## src/sitm_pkg.sv

```systemverilog
// Constants shared by the safety input and test stop monitor.
// Assumes one 100 MHz clock and synchronous, active-high reset.
package sitm_pkg;

  localparam int CLK_PERIOD_NS = 10;
  localparam int MS_PERIOD_NS = 1000000;
  localparam int MS_CYCLES = MS_PERIOD_NS / CLK_PERIOD_NS;
  localparam int SEC_MS = 1000;

  localparam int DI_N = 22;
  localparam int SRC_W = 5;
  localparam logic [SRC_W-1:0] SRC_ZERO = 5'h1F;
  localparam logic [DI_N-1:0] SRC_LEGAL = 22'h3300FF;

  localparam logic [15:0] DISC_WINDOW_MS = 16'h01F4;
  localparam logic [15:0] FILTER_ROUND_HALF = 16'h0032;
  localparam logic [15:0] FILTER_UNITS_PER_MS = 16'h0064;
  localparam logic [15:0] TEST_WAIT_MS = 16'h0064;

  localparam logic [2:0] STOP_NONE = 3'h7;
  localparam logic [2:0] STOP_PULSE_CUT = 3'h0;
  localparam logic [2:0] STOP_RAMPED = 3'h1;

  localparam int BASIC_DUE_BIT = 31;
  localparam int BASIC_STO_BIT = 0;
  localparam int EXT_DUE_BIT = 0;
  localparam int EXT_TEST_BIT = 1;

  typedef enum logic [3:0] {
    TST_IDLE = 4'b0001,
    TST_FORCE = 4'b0010,
    TST_RELEASE = 4'b0100,
    TST_DONE = 4'b1000
  } sitm_test_st_t;

  function automatic logic [15:0] round_ms(input logic [15:0] hundredths);
    logic [16:0] sum;
    sum = {1'b0, hundredths} + {1'b0, FILTER_ROUND_HALF};
    round_ms = 16'(sum / {1'b0, FILTER_UNITS_PER_MS});
  endfunction : round_ms

endpackage : sitm_pkg

```

## src/sitm_top.sv

```systemverilog
// Safety input and test stop monitor, top level.
// Assumes inputs synchronous to clk_sys; all outputs registered.
`timescale 1ns/1ps
module sitm_top #(
  parameter int MS_CYCLES = sitm_pkg::MS_CYCLES
) (
  input wire logic clk_sys,
  input wire logic sys_rst,
  input wire logic [sitm_pkg::DI_N-1:0] di_term_a,
  input wire logic [sitm_pkg::DI_N-1:0] di_term_b,
  input wire logic readback_raw,
  input wire logic [15:0] discrepancy_window,
  input wire logic [15:0] input_filter_time,
  input wire logic [sitm_pkg::SRC_W-1:0] torque_off_source,
  input wire logic [sitm_pkg::SRC_W-1:0] stop_one_source,
  input wire logic [sitm_pkg::SRC_W-1:0] brake_source,
  input wire logic link_in_use,
  input wire logic link_ok,
  input wire logic [2:0] link_loss_reaction,
  input wire logic ext_torque_off_sel,
  input wire logic ext_stop_one_sel,
  input wire logic direction_unselected,
  input wire logic direction_sel,
  input wire logic speed_unselected,
  input wire logic speed_sel,
  input wire logic encoder_present,
  input wire logic switched_on,
  input wire logic [31:0] basic_test_interval,
  input wire logic [31:0] extended_test_interval,
  input wire logic test_trigger_source,
  input wire logic auto_test_on_rampup,
  input wire logic rampup_done,
  input wire logic internal_fault,
  input wire logic limit_violation,
  input wire logic fault_ack,
  output logic torque_off_function,
  output logic ramped_stop_one,
  output logic brake_control_safe,
  output logic [2:0] stop_reaction,
  output logic direction_guard,
  output logic limited_speed_guard,
  output logic discrepancy_fault,
  output logic source_error,
  output logic test_fail,
  output logic safety_fault,
  output logic internal_event,
  output logic comm_failure,
  output logic [31:0] basic_status_word,
  output logic [31:0] extended_status_word,
  output logic [31:0] basic_time_left,
  output logic [31:0] extended_time_left,
  output logic test_due_alarm
);

  localparam int N = sitm_pkg::DI_N;
  localparam int MSW = $clog2(MS_CYCLES + 1);
  localparam logic [MSW-1:0] MS_LAST = MSW'(MS_CYCLES - 1);
  localparam logic [9:0] SEC_LAST = 10'(sitm_pkg::SEC_MS - 1);

  // Selection from a source code; an illegal code selects, failing safe
  function automatic logic src_sel(
    input logic [sitm_pkg::SRC_W-1:0] src,
    input logic [N-1:0] lvl
  );
    if (src == sitm_pkg::SRC_ZERO) begin
      src_sel = 1'b0;
    end else if (!src_legal(src)) begin
      src_sel = 1'b1;
    end else begin
      src_sel = lvl[src];
    end
  endfunction : src_sel

  function automatic logic src_legal(
    input logic [sitm_pkg::SRC_W-1:0] src
  );
    if (src == sitm_pkg::SRC_ZERO) begin
      src_legal = 1'b1;
    end else if (32'(src) >= N) begin
      src_legal = 1'b0;
    end else begin
      src_legal = sitm_pkg::SRC_LEGAL[src];
    end
  endfunction : src_legal

  ////////////////////////////////////////////////////////////////////////
  // Time base

  logic [MSW-1:0] ms_cnt_q;
  logic [9:0] sec_cnt_q;
  logic ms_tick_q;
  logic sec_tick_q;

  always_ff @(posedge clk_sys) begin
    if (sys_rst) begin
      ms_cnt_q <= '0;
      ms_tick_q <= 1'b0;
    end else begin
      ms_tick_q <= (ms_cnt_q == MS_LAST);
      ms_cnt_q <= (ms_cnt_q == MS_LAST) ? '0 : ms_cnt_q + 1'b1;
    end
  end

  always_ff @(posedge clk_sys) begin
    if (sys_rst) begin
      sec_cnt_q <= 10'h000;
      sec_tick_q <= 1'b0;
    end else begin
      sec_tick_q <= ms_tick_q && (sec_cnt_q == SEC_LAST);
      if (ms_tick_q) begin
        sec_cnt_q <= (sec_cnt_q == SEC_LAST) ? 10'h000 : sec_cnt_q + 10'h001;
      end
    end
  end

  ////////////////////////////////////////////////////////////////////////
  // Input channels

  // Filter value latched once rounded, so channels never see fractions
  logic [15:0] filter_ms_q;
  always_ff @(posedge clk_sys) begin
    if (sys_rst) begin
      filter_ms_q <= 16'h0000;
    end else begin
      filter_ms_q <= sitm_pkg::round_ms(input_filter_time);
    end
  end

  wire logic [N-1:0] di_level;
  wire logic [N-1:0] di_disc;
  wire logic readback_level;

  for (genvar i = 0; i < N; i++) begin : g_di
    sitm_chan u_chan (
      .clk_sys(clk_sys),
      .sys_rst(sys_rst),
      .ms_tick(ms_tick_q),
      .term_a(di_term_a[i]),
      .term_b(di_term_b[i]),
      .filter_ms(filter_ms_q),
      .window_ms(discrepancy_window),
      .hold(ext_torque_off_sel),
      .level_q(di_level[i]),
      .disc_fault_q(di_disc[i])
    );
  end

  // Single readback line: both terminals tied, discrepancy never runs
  sitm_chan u_readback (
    .clk_sys(clk_sys),
    .sys_rst(sys_rst),
    .ms_tick(ms_tick_q),
    .term_a(readback_raw),
    .term_b(readback_raw),
    .filter_ms(filter_ms_q),
    .window_ms(discrepancy_window),
    .hold(1'b1),
    .level_q(readback_level),
    .disc_fault_q()
  );

  ////////////////////////////////////////////////////////////////////////
  // Selections and link supervision

  wire logic sto_term = src_sel(torque_off_source, di_level);
  wire logic ss1_term = src_sel(stop_one_source, di_level);
  wire logic sbc_term = src_sel(brake_source, di_level);
  wire logic src_bad = !src_legal(torque_off_source) ||
                       !src_legal(stop_one_source) ||
                       !src_legal(brake_source);
  wire logic link_lost = link_in_use && !link_ok;
  wire logic [2:0] reaction_d = link_lost ? link_loss_reaction
                                          : sitm_pkg::STOP_NONE;
  wire logic cut_by_link = link_lost &&
    (link_loss_reaction == sitm_pkg::STOP_PULSE_CUT);
  wire logic ramp_by_link = link_lost &&
    (link_loss_reaction == sitm_pkg::STOP_RAMPED);
  wire logic sto_sel = sto_term || ext_torque_off_sel;

  // Power-on marker: guards without a source start from here with encoder
  logic powered_q;
  logic sto_sel_q;
  always_ff @(posedge clk_sys) begin
    if (sys_rst) begin
      powered_q <= 1'b0;
      sto_sel_q <= 1'b0;
    end else begin
      powered_q <= 1'b1;
      sto_sel_q <= sto_sel;
    end
  end
  wire logic power_up_pulse = !powered_q;
  wire logic sto_deselect = sto_sel_q && !sto_sel;
  wire logic guard_base = encoder_present ? powered_q : switched_on;
  wire logic dir_d = direction_unselected ? guard_base
                                          : direction_sel;
  wire logic sls_d = speed_unselected ? guard_base
                                      : speed_sel;

  ////////////////////////////////////////////////////////////////////////
  // Extended forced check sequence

  sitm_pkg::sitm_test_st_t tst_q;
  sitm_pkg::sitm_test_st_t tst_d;
  logic [15:0] wait_q;
  logic trig_q;
  logic ramp_q;
  logic fail_d;

  wire logic trig_rise = test_trigger_source && !trig_q;
  wire logic ramp_rise = rampup_done && !ramp_q;
  wire logic test_start = auto_test_on_rampup ? ramp_rise
                                              : trig_rise;
  wire logic wait_over = (wait_q >= sitm_pkg::TEST_WAIT_MS);
  wire logic test_forcing = (tst_q == sitm_pkg::TST_FORCE);
  wire logic test_busy = (tst_q != sitm_pkg::TST_IDLE);
  wire logic ext_done = (tst_q == sitm_pkg::TST_DONE);

  // Readback high means the shutdown path has opened
  always_comb begin
    tst_d = tst_q;
    fail_d = 1'b0;
    case (tst_q)
      sitm_pkg::TST_IDLE: begin
        if (test_start) begin
          tst_d = sitm_pkg::TST_FORCE;
        end
      end
      sitm_pkg::TST_FORCE: begin
        if (readback_level) begin
          tst_d = sitm_pkg::TST_RELEASE;
        end else if (wait_over) begin
          tst_d = sitm_pkg::TST_IDLE;
          fail_d = 1'b1;
        end
      end
      sitm_pkg::TST_RELEASE: begin
        if (!readback_level) begin
          tst_d = sitm_pkg::TST_DONE;
        end else if (wait_over) begin
          tst_d = sitm_pkg::TST_IDLE;
          fail_d = 1'b1;
        end
      end
      sitm_pkg::TST_DONE: begin
        tst_d = sitm_pkg::TST_IDLE;
      end
      default: begin
        tst_d = sitm_pkg::TST_IDLE;
      end
    endcase
  end

  always_ff @(posedge clk_sys) begin
    if (sys_rst) begin
      tst_q <= sitm_pkg::TST_IDLE;
      trig_q <= 1'b0;
      ramp_q <= 1'b0;
      wait_q <= 16'h0000;
    end else begin
      tst_q <= tst_d;
      trig_q <= test_trigger_source;
      ramp_q <= rampup_done;
      if (tst_d != tst_q) begin
        wait_q <= 16'h0000;
      end else if (ms_tick_q) begin
        wait_q <= wait_q + 16'h0001;
      end
    end
  end

  ////////////////////////////////////////////////////////////////////////
  // Test interval timers

  wire logic basic_restart = power_up_pulse || sto_deselect ||
                             ext_done;
  wire logic ext_restart = power_up_pulse || sto_deselect || ext_done;
  wire logic basic_due;
  wire logic ext_due;

  sitm_test_timer u_basic_timer (
    .clk_sys(clk_sys),
    .sys_rst(sys_rst),
    .sec_tick(sec_tick_q),
    .restart(basic_restart),
    .interval_s(basic_test_interval),
    .time_left_q(basic_time_left),
    .due_q(basic_due)
  );

  sitm_test_timer u_ext_timer (
    .clk_sys(clk_sys),
    .sys_rst(sys_rst),
    .sec_tick(sec_tick_q),
    .restart(ext_restart),
    .interval_s(extended_test_interval),
    .time_left_q(extended_time_left),
    .due_q(ext_due)
  );

  ////////////////////////////////////////////////////////////////////////
  // Faults and events

  wire logic disc_any = |di_disc;
  wire logic fault_set = disc_any || internal_fault || limit_violation ||
                         fail_d || src_bad;
  wire logic message_set = fault_set || link_lost ||
                           basic_due || ext_due;

  // Sticky flags: a new event in the ack cycle wins over the clear
  always_ff @(posedge clk_sys) begin
    if (sys_rst) begin
      safety_fault <= 1'b0;
      internal_event <= 1'b0;
      test_fail <= 1'b0;
    end else begin
      safety_fault <= fault_set || (safety_fault && !fault_ack);
      internal_event <= message_set ||
                        (internal_event && !fault_ack);
      test_fail <= fail_d || (test_fail && !fault_ack);
    end
  end

  ////////////////////////////////////////////////////////////////////////
  // Registered outputs

  always_ff @(posedge clk_sys) begin
    if (sys_rst) begin
      torque_off_function <= 1'b0;
      ramped_stop_one <= 1'b0;
      brake_control_safe <= 1'b0;
      stop_reaction <= sitm_pkg::STOP_NONE;
      direction_guard <= 1'b0;
      limited_speed_guard <= 1'b0;
      discrepancy_fault <= 1'b0;
      source_error <= 1'b0;
      comm_failure <= 1'b0;
      test_due_alarm <= 1'b0;
    end else begin
      torque_off_function <= sto_sel || cut_by_link ||
                             test_forcing;
      ramped_stop_one <= ss1_term || ext_stop_one_sel || ramp_by_link;
      brake_control_safe <= sbc_term;
      stop_reaction <= reaction_d;
      direction_guard <= dir_d;
      limited_speed_guard <= sls_d;
      discrepancy_fault <= disc_any;
      source_error <= src_bad;
      comm_failure <= link_lost;
      test_due_alarm <= basic_due || ext_due;
    end
  end

  always_ff @(posedge clk_sys) begin
    if (sys_rst) begin
      basic_status_word <= 32'h00000000;
      extended_status_word <= 32'h00000000;
    end else begin
      basic_status_word <= 32'h00000000;
      basic_status_word[sitm_pkg::BASIC_DUE_BIT] <= basic_due;
      basic_status_word[sitm_pkg::BASIC_STO_BIT] <= sto_sel;
      extended_status_word <= 32'h00000000;
      extended_status_word[sitm_pkg::EXT_DUE_BIT] <= ext_due;
      extended_status_word[sitm_pkg::EXT_TEST_BIT] <= test_busy;
    end
  end

endmodule : sitm_top

```

## src/sitm_chan.sv

```systemverilog
// Two-terminal failsafe input: debounce plus discrepancy timing.
// Assumes a one-cycle millisecond tick from the top level.
`timescale 1ns/1ps
module sitm_chan (
  input wire logic clk_sys,
  input wire logic sys_rst,
  input wire logic ms_tick,
  input wire logic term_a,
  input wire logic term_b,
  input wire logic [15:0] filter_ms,
  input wire logic [15:0] window_ms,
  input wire logic hold,
  output logic level_q,
  output logic disc_fault_q
);
  logic [1:0] stb_q;
  logic [15:0] deb_q [2];
  logic [15:0] disc_q;
  wire logic [1:0] raw = {term_b, term_a};
  wire logic agree = (stb_q[0] == stb_q[1]);

  for (genvar t = 0; t < 2; t++) begin : g_term
    // Accept a change only once it outlasts the filter time
    always_ff @(posedge clk_sys) begin
      if (sys_rst) begin
        stb_q[t] <= 1'b0;
        deb_q[t] <= 16'h0000;
      end else if (raw[t] == stb_q[t]) begin
        deb_q[t] <= 16'h0000;
      end else if (deb_q[t] >= filter_ms) begin
        stb_q[t] <= raw[t];
        deb_q[t] <= 16'h0000;
      end else if (ms_tick) begin
        deb_q[t] <= deb_q[t] + 16'h0001;
      end
    end
  end

  always_ff @(posedge clk_sys) begin
    if (sys_rst) begin
      level_q <= 1'b0;
      disc_q <= 16'h0000;
      disc_fault_q <= 1'b0;
    end else if (agree || hold) begin
      disc_q <= 16'h0000;
      disc_fault_q <= 1'b0;
      if (agree) begin
        level_q <= stb_q[0];
      end
    end else if (disc_q >= window_ms) begin
      disc_fault_q <= 1'b1;
    end else if (ms_tick) begin
      disc_q <= disc_q + 16'h0001;
    end
  end
endmodule : sitm_chan

```

## src/sitm_test_timer.sv

```systemverilog
// Forced check interval timer counting whole seconds.
// Assumes a one-cycle second tick and a restart pulse.
`timescale 1ns/1ps
module sitm_test_timer (
  input wire logic clk_sys,
  input wire logic sys_rst,
  input wire logic sec_tick,
  input wire logic restart,
  input wire logic [31:0] interval_s,
  output logic [31:0] time_left_q,
  output logic due_q
);
  always_ff @(posedge clk_sys) begin
    if (sys_rst) begin
      time_left_q <= 32'h00000000;
      due_q <= 1'b0;
    end else if (restart) begin
      time_left_q <= interval_s;
      due_q <= 1'b0;
    end else if (sec_tick) begin
      if (time_left_q == 32'h00000000) begin
        due_q <= 1'b1;
      end else begin
        time_left_q <= time_left_q - 32'h00000001;
      end
    end
  end
endmodule : sitm_test_timer

```

## config.mk

```make
export PLATFORM = sky130hd
export DESIGN_NAME = sitm_top
export DESIGN_NICKNAME = d
export VERILOG_FILES = /design/src/sitm_pkg.sv /design/src/sitm_top.sv /design/src/sitm_chan.sv /design/src/sitm_test_timer.sv
export SDC_FILE = /design/constraint.sdc
export NUM_CORES = 2
export LEC_CHECK = 0
export BUFFER_PORTS_ARGS = -buffer_cell sky130_fd_sc_hd__buf_2
export CAP_MARGIN = 20
export CORE_ASPECT_RATIO = 0.9
export CORE_MARGIN = 2
export CORE_UTILIZATION = 31
export CTS_CLUSTER_DIAMETER = 50
export CTS_CLUSTER_SIZE = 12
export DETAILED_ROUTE_END_ITERATION = 16
export PLACE_DENSITY = 0.45
export SLEW_MARGIN = 20
export SYNTH_ARGS = -nofsm -noshare
export SYNTH_HDL_FRONTEND = slang
export SYNTH_SLANG_ARGS = --single-unit
```

## constraint.sdc

```tcl
create_clock -name clk_sys -period 8.5 [get_ports clk_sys]
set_input_delay 1.275 -clock clk_sys [delete_from_list [all_inputs] [get_ports clk_sys]]
set_output_delay 1.275 -clock clk_sys [all_outputs]
set_load 0.03 [all_outputs]
```

* Word-level counts from Yosys, hierarchy flattened
Memory sizes are Yosys's and may differ from the RTL's.
Index checks and enable logic that the tools add are counted.
** Word-level totals
- Bits in writable memories :: 736
- Word-level logic and storage cells :: 1489
- Output and inout port bits :: 143
- ROM bits :: 96
- Bits in registers :: 657
- Input port bits :: 177
- Memories :: 26
** Cells by class
- $lt $le $gt $ge :: 75
- Bitwise operators :: 207
- Equal/unequal tests :: 83
- Reduce and logical (&&, ||, !) cells :: 187
- Add/subtract/negate cells :: 74
- Multiplexer cells :: 691
- Divide/modulo/power cells :: 1
** Memory list
- (name not given) :: words 32, width 1, rd ports 1, clocked after memory_dff 0, wr ports 0, RTL line sitm_top.sv:82 : src_legal = sitm_pkg::SRC_LEGAL[src];
- (name not given) :: words 32, width 1, rd ports 1, clocked after memory_dff 0, wr ports 0, RTL line sitm_top.sv:82
- (name not given) :: words 32, width 1, rd ports 1, clocked after memory_dff 0, wr ports 0, RTL line sitm_top.sv:82
- g_di[0].u_chan.deb_q :: words 2, width 16, rd ports 2, clocked after memory_dff 0, wr ports 2, RTL line sitm_chan.sv:17 : logic [15:0] deb_q [2];
- g_di[10].u_chan.deb_q :: words 2, width 16, rd ports 2, clocked after memory_dff 0, wr ports 2, RTL line sitm_chan.sv:17
- g_di[11].u_chan.deb_q :: words 2, width 16, rd ports 2, clocked after memory_dff 0, wr ports 2, RTL line sitm_chan.sv:17
- 20 more memories
** Operator list (count)
- $mux 16 :: 138
- $add 16x1->16 const B :: 69
- $ge 16x16->1 :: 68
- $mux 1 :: 537
- $mux 32 :: 6
- $reduce_and 2->1 :: 94
- $or 1x1->1 :: 138
- $eq 1x1->1 :: 69
- $not 1->1 :: 69
- $logic_not 32->1 :: 2
- $sub 32x1->32 const B :: 2
- $reduce_or 2->1 :: 27
- $logic_or 1x1->1 :: 42
- $reduce_or 22->1 :: 1
- $lt 5x6->1 const B :: 3
- $add 16x6->17 const B :: 1
- $add 17x1->17 const B :: 1
- $div 17x7->17 const B :: 1
- $eq 17x17->1 const B :: 1
- $ge 16x7->1 const B :: 1
- $mux 4 :: 4
- $bmux 1 s5 :: 3
- $eq 5x5->1 const B :: 3
- $ge 5x5->1 const B :: 3
- 17 further kinds :: 35

* Logic depth before layout (Yosys ltp)
- Depth in word-level cells :: 13
- Mapped depth :: 28
- Depth with buffers taken out :: 26

* Modules after synthesis
Synthesis repeated with hierarchy kept, for this count alone.
** Unflattened totals
- Cell total of the unflattened synthesis :: 11242
- Area total of the unflattened synthesis :: 100032.2 um^2
** Modules (own cells, without submodules)
- sitm_chan :: cells an instance 432, seq. area each 1361.3 um^2, area an instance 3892.5 um^2, times used 23
- sitm_top :: cells an instance 772, seq. area each 1641.6 um^2, area an instance 6308.6 um^2, times used 1
- sitm_test_timer :: cells an instance 267, seq. area each 660.6 um^2, area an instance 2098.3 um^2, times used 2

* Worst setup path before layout
OpenSTA, ideal clock, no wires.
- Kind :: in2reg
- From :: in input_filter_time[4]
- To :: reg filter_ms_q[0]
- Setup time :: 127 ps
- Required time :: 8373 ps
- Buffers on the path :: 1
- Arrival :: 7335 ps
- Setup slack :: 1038 ps
- Stages on the path :: 25
- Path through :: buf_2 a311oi_4 or3_4 nor2_1 nor2_1 a211oi_1 or3_1 a22o_2 o32a_1 a22o_1 nor3_1 o21a_2 nor3_1 a211o_1 a31oi_4 mux2_4 o31ai_4 maj3_2 o21a_4 o221ai_4 maj3_2 a21oi_2 mux2i_1 nor2_1 or3_1
** Between the ends
- Cells in the longest elaborated chain, start to end :: 2
** RTL lines
- start, declared :: RTL line sitm_top.sv:13 : input wire logic [15:0] input_filter_time,
- $add 16x6->17 :: RTL line sitm_pkg.sv:38 : sum = {1'b0, hundredths} + {1'b0, FILTER_ROUND_HALF};
- $div 17x7->17 :: RTL line sitm_pkg.sv:39 : round_ms = 16'(sum / {1'b0, FILTER_UNITS_PER_MS});
- end signal, assigned :: RTL line sitm_top.sv:125 : filter_ms_q <= sitm_pkg::round_ms(input_filter_time);
- end, declared :: RTL line sitm_top.sv:120 : logic [15:0] filter_ms_q;
No other way between the ends.
A chain may end at the register's enable or synchronous reset.

* Worst setup path after layout
- From :: in input_filter_time[1]
- To :: reg filter_ms_q[0]
The elaborated chain is that of the path after synthesis.

==> results.cfg <==
[grt]
grt_pass1_vias = 55200
overflow = 0
antenna_found_initial = 45
grt_pass1_wl_microns = 322000
track_usage_pct = 15.9
grt_start_max_net_pins = 99

[layout]
seq_area_sq_mm = 0.0337
utilization_pct = 36.2
final_layout_size_suffix_gt1_share_pct = 8.53
nFillCells = 25200
syn2layout_area_growth_pct = 16.2
finalNetCount = 9595
multiInputGateArea_sq_mm = 0.0435

[timing]
hold_slack_ns = 0.441
rsz0062_at_grt = false
maxSlewViolCount = 0
period_minus_slack_ns = 7.76
finalCritPeriodShare_pct = 91.3
slew-limit-headroom_pct = 28.0
worst_pin_slew_ns = 1.08
max_freq_mhz = 129
worst_slack_ns = 0.738
fin_worst_skew_ns = 0.0514
hold_viol_final = 0
setup_viol = 0

[floorplan]
core-area_sq_mm = 0.252
start_util_pct = 31.1
fp.dieH_microns = 481
fp.dieW_microns = 534
io_pins = 320
rows = 175
dieArea_sq_mm = 0.257

[cts]
cts_setup_buffers = 0
clk_pin_slew_ns = 0.06
cts_buffer_depth = 4
cts_tree = yes
clkLatencyLatePin_ns = 0.85
cts_resized = 0
cts.sinks = 1317
holdBufCountCts = 0
h-tree-depth = 4
clockRootBuffer = clkbuf_16
cts_made_buffers = 207

[synthesis]
synth_xor_area_share_pct = 10.1
synth-compound-area-share_pct = 8.45
synth_top_flop_cell = edfxtp_1
avgSynthCellArea_sq_um = 9.85
ys_ff_latch = 1317
syn_area_sq_mm = 0.0784
async_reset_ff_share_pct = 0
synth_top_family_by_area = simple AND/OR/NAND/NOR gates
synth.distinct_cells = 101
synthMuxAreaShare_pct = 1.39
ys_seq_area_share_pct = 43.0
yosys_warnings = 0
yosys.area_share.simple_pct = 19.4
synth_cells = 7960
synth_adder_area_share_pct = 15.0
synth-edff-count = 736

[worst_setup_path]
r2r-end = u_basic_timer.time_left_q[19]$_SDFFE_PP0P_
worstSetupPathType = input pin to register
required_ns = 9.23
rr_startpoint = u_basic_timer.time_left_q[0]$_SDFFE_PP0P_
end_kind = register
reg2reg_depth = 19
arrival_ns = 8.49
crit_fanout = 8
start_kind = input pin
reg2reg_slack_ns = 3.40

[detailed_routing]
vias_per_cell = 4.70
wl_per_cell_microns = 17.2
drt_iter0_drc = 2719
postRouteAntennaNets = 0
drc = 0
drt_pre_antenna_iters = 7
routed_wl_microns = 206000
vias = 56500

[hold_path]
hp-start = ms_cnt_q[0]$_SDFF_PP0_
hold_depth = 1
hold_class = register to register
holdPathEnd = ms_cnt_q[0]$_SDFF_PP0_

[placed_design]
place_congestion = 0.839
pre_cts_ws_ns = -0.0175
hpwl_microns = 133000
port_buffers = 259

[power_and_ir_drop]
total_power_mw = 18.5
ir_drop_v = 0.000153
p_leak_nw = 37.7
p_per_area_mw_per_mm2 = 203

[run_status]
status = completed

[flow_run]
drv_cap = 0
[worst max path at each step]
stage | startpoint | to | slack [ns] | cells past startpoint
2_1_floorplan | input_filter_time[4] | filter_ms_q[0]$_SDFF_PP0_ | 1.04 | 25
6_report | input_filter_time[1] | filter_ms_q[0]$_SDFF_PP0_ | 0.74 | 26
3_5_place_dp | input_filter_time[1] | filter_ms_q[0]$_SDFF_PP0_ | -0.02 | 26
5_1_grt | input_filter_time[1] | filter_ms_q[0]$_SDFF_PP0_ | 0.003 | 26
4_1_cts | input_filter_time[1] | filter_ms_q[0]$_SDFF_PP0_ | 0.91 | 26
3_3_place_gp | input_filter_time[1] | filter_ms_q[0]$_SDFF_PP0_ | 0.1 | 26
[Yosys cell counts (all sizes together), types with 33 or more instances]
cell type | n | area share [%]
a21o | 255 | 2.4
nor4 | 71 | 0.57
mux2i | 79 | 1.0
dfxtp | 581 | 15
nor2 | 1231 | 5.9
edfxtp | 736 | 28
nand2 | 462 | 2.2
nor3 | 63 | 0.41
o21ai | 267 | 1.7
or3 | 130 | 1.0
nand3 | 315 | 2.0
xor2 | 527 | 5.9
nand4 | 131 | 1.0
o311ai | 33 | 0.37
nor2b | 180 | 1.4
inv | 270 | 1.3
a21oi | 338 | 2.2
ha | 935 | 15
and2 | 39 | 0.31
and4 | 41 | 0.46
a211oi | 60 | 0.60
nand2b | 242 | 1.9
xnor2 | 375 | 4.2
and3 | 203 | 1.6
buf | 77 | 0.67
clkbuf | 154 | 0.74
[worst max-delay path, stage by stage]
cell and delay (ns):
buf_2 0.15, ha_1 0.26, a211oi_1 0.46, nand4bb_1 0.29, o2bb2ai_1 0.19, nor2_1 0.18
a211oi_1 0.57, o21ai_0 0.18, a22o_2 0.29, nor2_2 0.18, mux2i_1 0.57, nor3_1 0.17
o21a_2 0.28, nor3_1 0.36, o22ai_1 0.22, a31oi_4 0.36, mux2_4 0.39, o31ai_4 0.31
maj3_2 0.25, o21a_4 0.17, o221ai_1 0.14, a31oi_1 0.41, nand3_1 0.14, a22oi_1 0.27
a211oi_1 0.08, or3_1 0.34
[placed cells by master (no fill, tap or decap), drive strengths merged, types with 63 or more instances in the layout]
cell type and n:
a21oi 338, nor3 63, nor2b 180, or3 130, clkbuf 250, nand2 462
xor2 527, inv 292, a21o 255, edfxtp 736, nand4 131, clkinv 64
dfxtp 581, buf 302, and3 203, xnor2 375, mux2i 79, nor2 1231
nand3 315, ha 935, nor4 71, nand2b 242, o21ai 267, conb 244
[through the flow]
step | cells | TNS, ns | area (sq um)
after floorplan | 8203 | 0 | 79300
after global placement | 11600 | 0 | 84100
after detailed placement | 11600 | -0.0175 | 84100
after CTS | 12000 | 0 | 91100
after global routing | 12000 | 0 | 91100
final | 12000 | 0 | 91100
[kinds of logic (layout without fill, tap and decap cells)]
| group | after synthesis | after routing |
|---|---|---|
| adder cells (fa/ha/maj) | 938 | 938 |
| XOR/XNOR | 902 | 902 |
| multiplexers | 96 | 96 |
| AO/OA/AOI/OAI | 1050 | 1050 |
| flip-flops | 1317 | 1317 |
| buffers and inverters | 502 | 948 |
| other | 1 | 253 |
| AND/OR/NAND/NOR | 3154 | 3154 |
[metal layers]
| layer | GRT usage [%] | vias up | part of all wire [%] |
|---|---|---|---|
| li1 | - | 28900 | - |
| met1 | 21.1 | 26200 | 47 |
| met2 | 25.9 | 942 | 45 |
| met3 | 3.13 | 372 | 4.9 |
| met4 | 4.91 | 32 | 3.0 |
| met5 | 0 | - | 0.089 |
[power by group]
group / switching [mW] / internal [mW] / total [mW] / leakage (nW)
logic: 1.71 / 1.13 / 2.85 / 20.9
registers: 0.173 / 6.85 / 7.02 / 13.4
clock network: 3.27 / 5.37 / 8.64 / 3.39
total: 5.16 / 13.3 / 18.5 / 37.7
[layout make-up]
class                           count  area share, %
Antenna cell                        9         0.0247
Clock buffer                      250           6.16
Clock inverter                    125           1.50
Inverter                          271           1.14
Multi-Input combinational cell   6384           47.7
Sequential cell                  1317           37.0
Tap cell                         3363           4.62
Timing Repair Buffer              302           1.80
[registers in the layout, indices dropped and copies added (netlist names), 10 cells and up]
| signal | cells |
|---|---|
| filter_ms_q | 11 |
| u_basic_timer.time_left_q | 32 |
| g_di.u_chan.stb_q | 44 |
| g_di.u_chan.deb_q | 704 |
| ms_cnt_q | 17 |
| g_di.u_chan.disc_fault_q | 22 |
| wait_q | 16 |
| sec_cnt_q | 10 |
| g_di.u_chan.disc_q | 352 |
| u_readback.deb_q | 32 |
| g_di.u_chan.level_q | 12 |
| u_ext_timer.time_left_q | 32 |
Note: power is estimated with default switching activity, not from simulation.
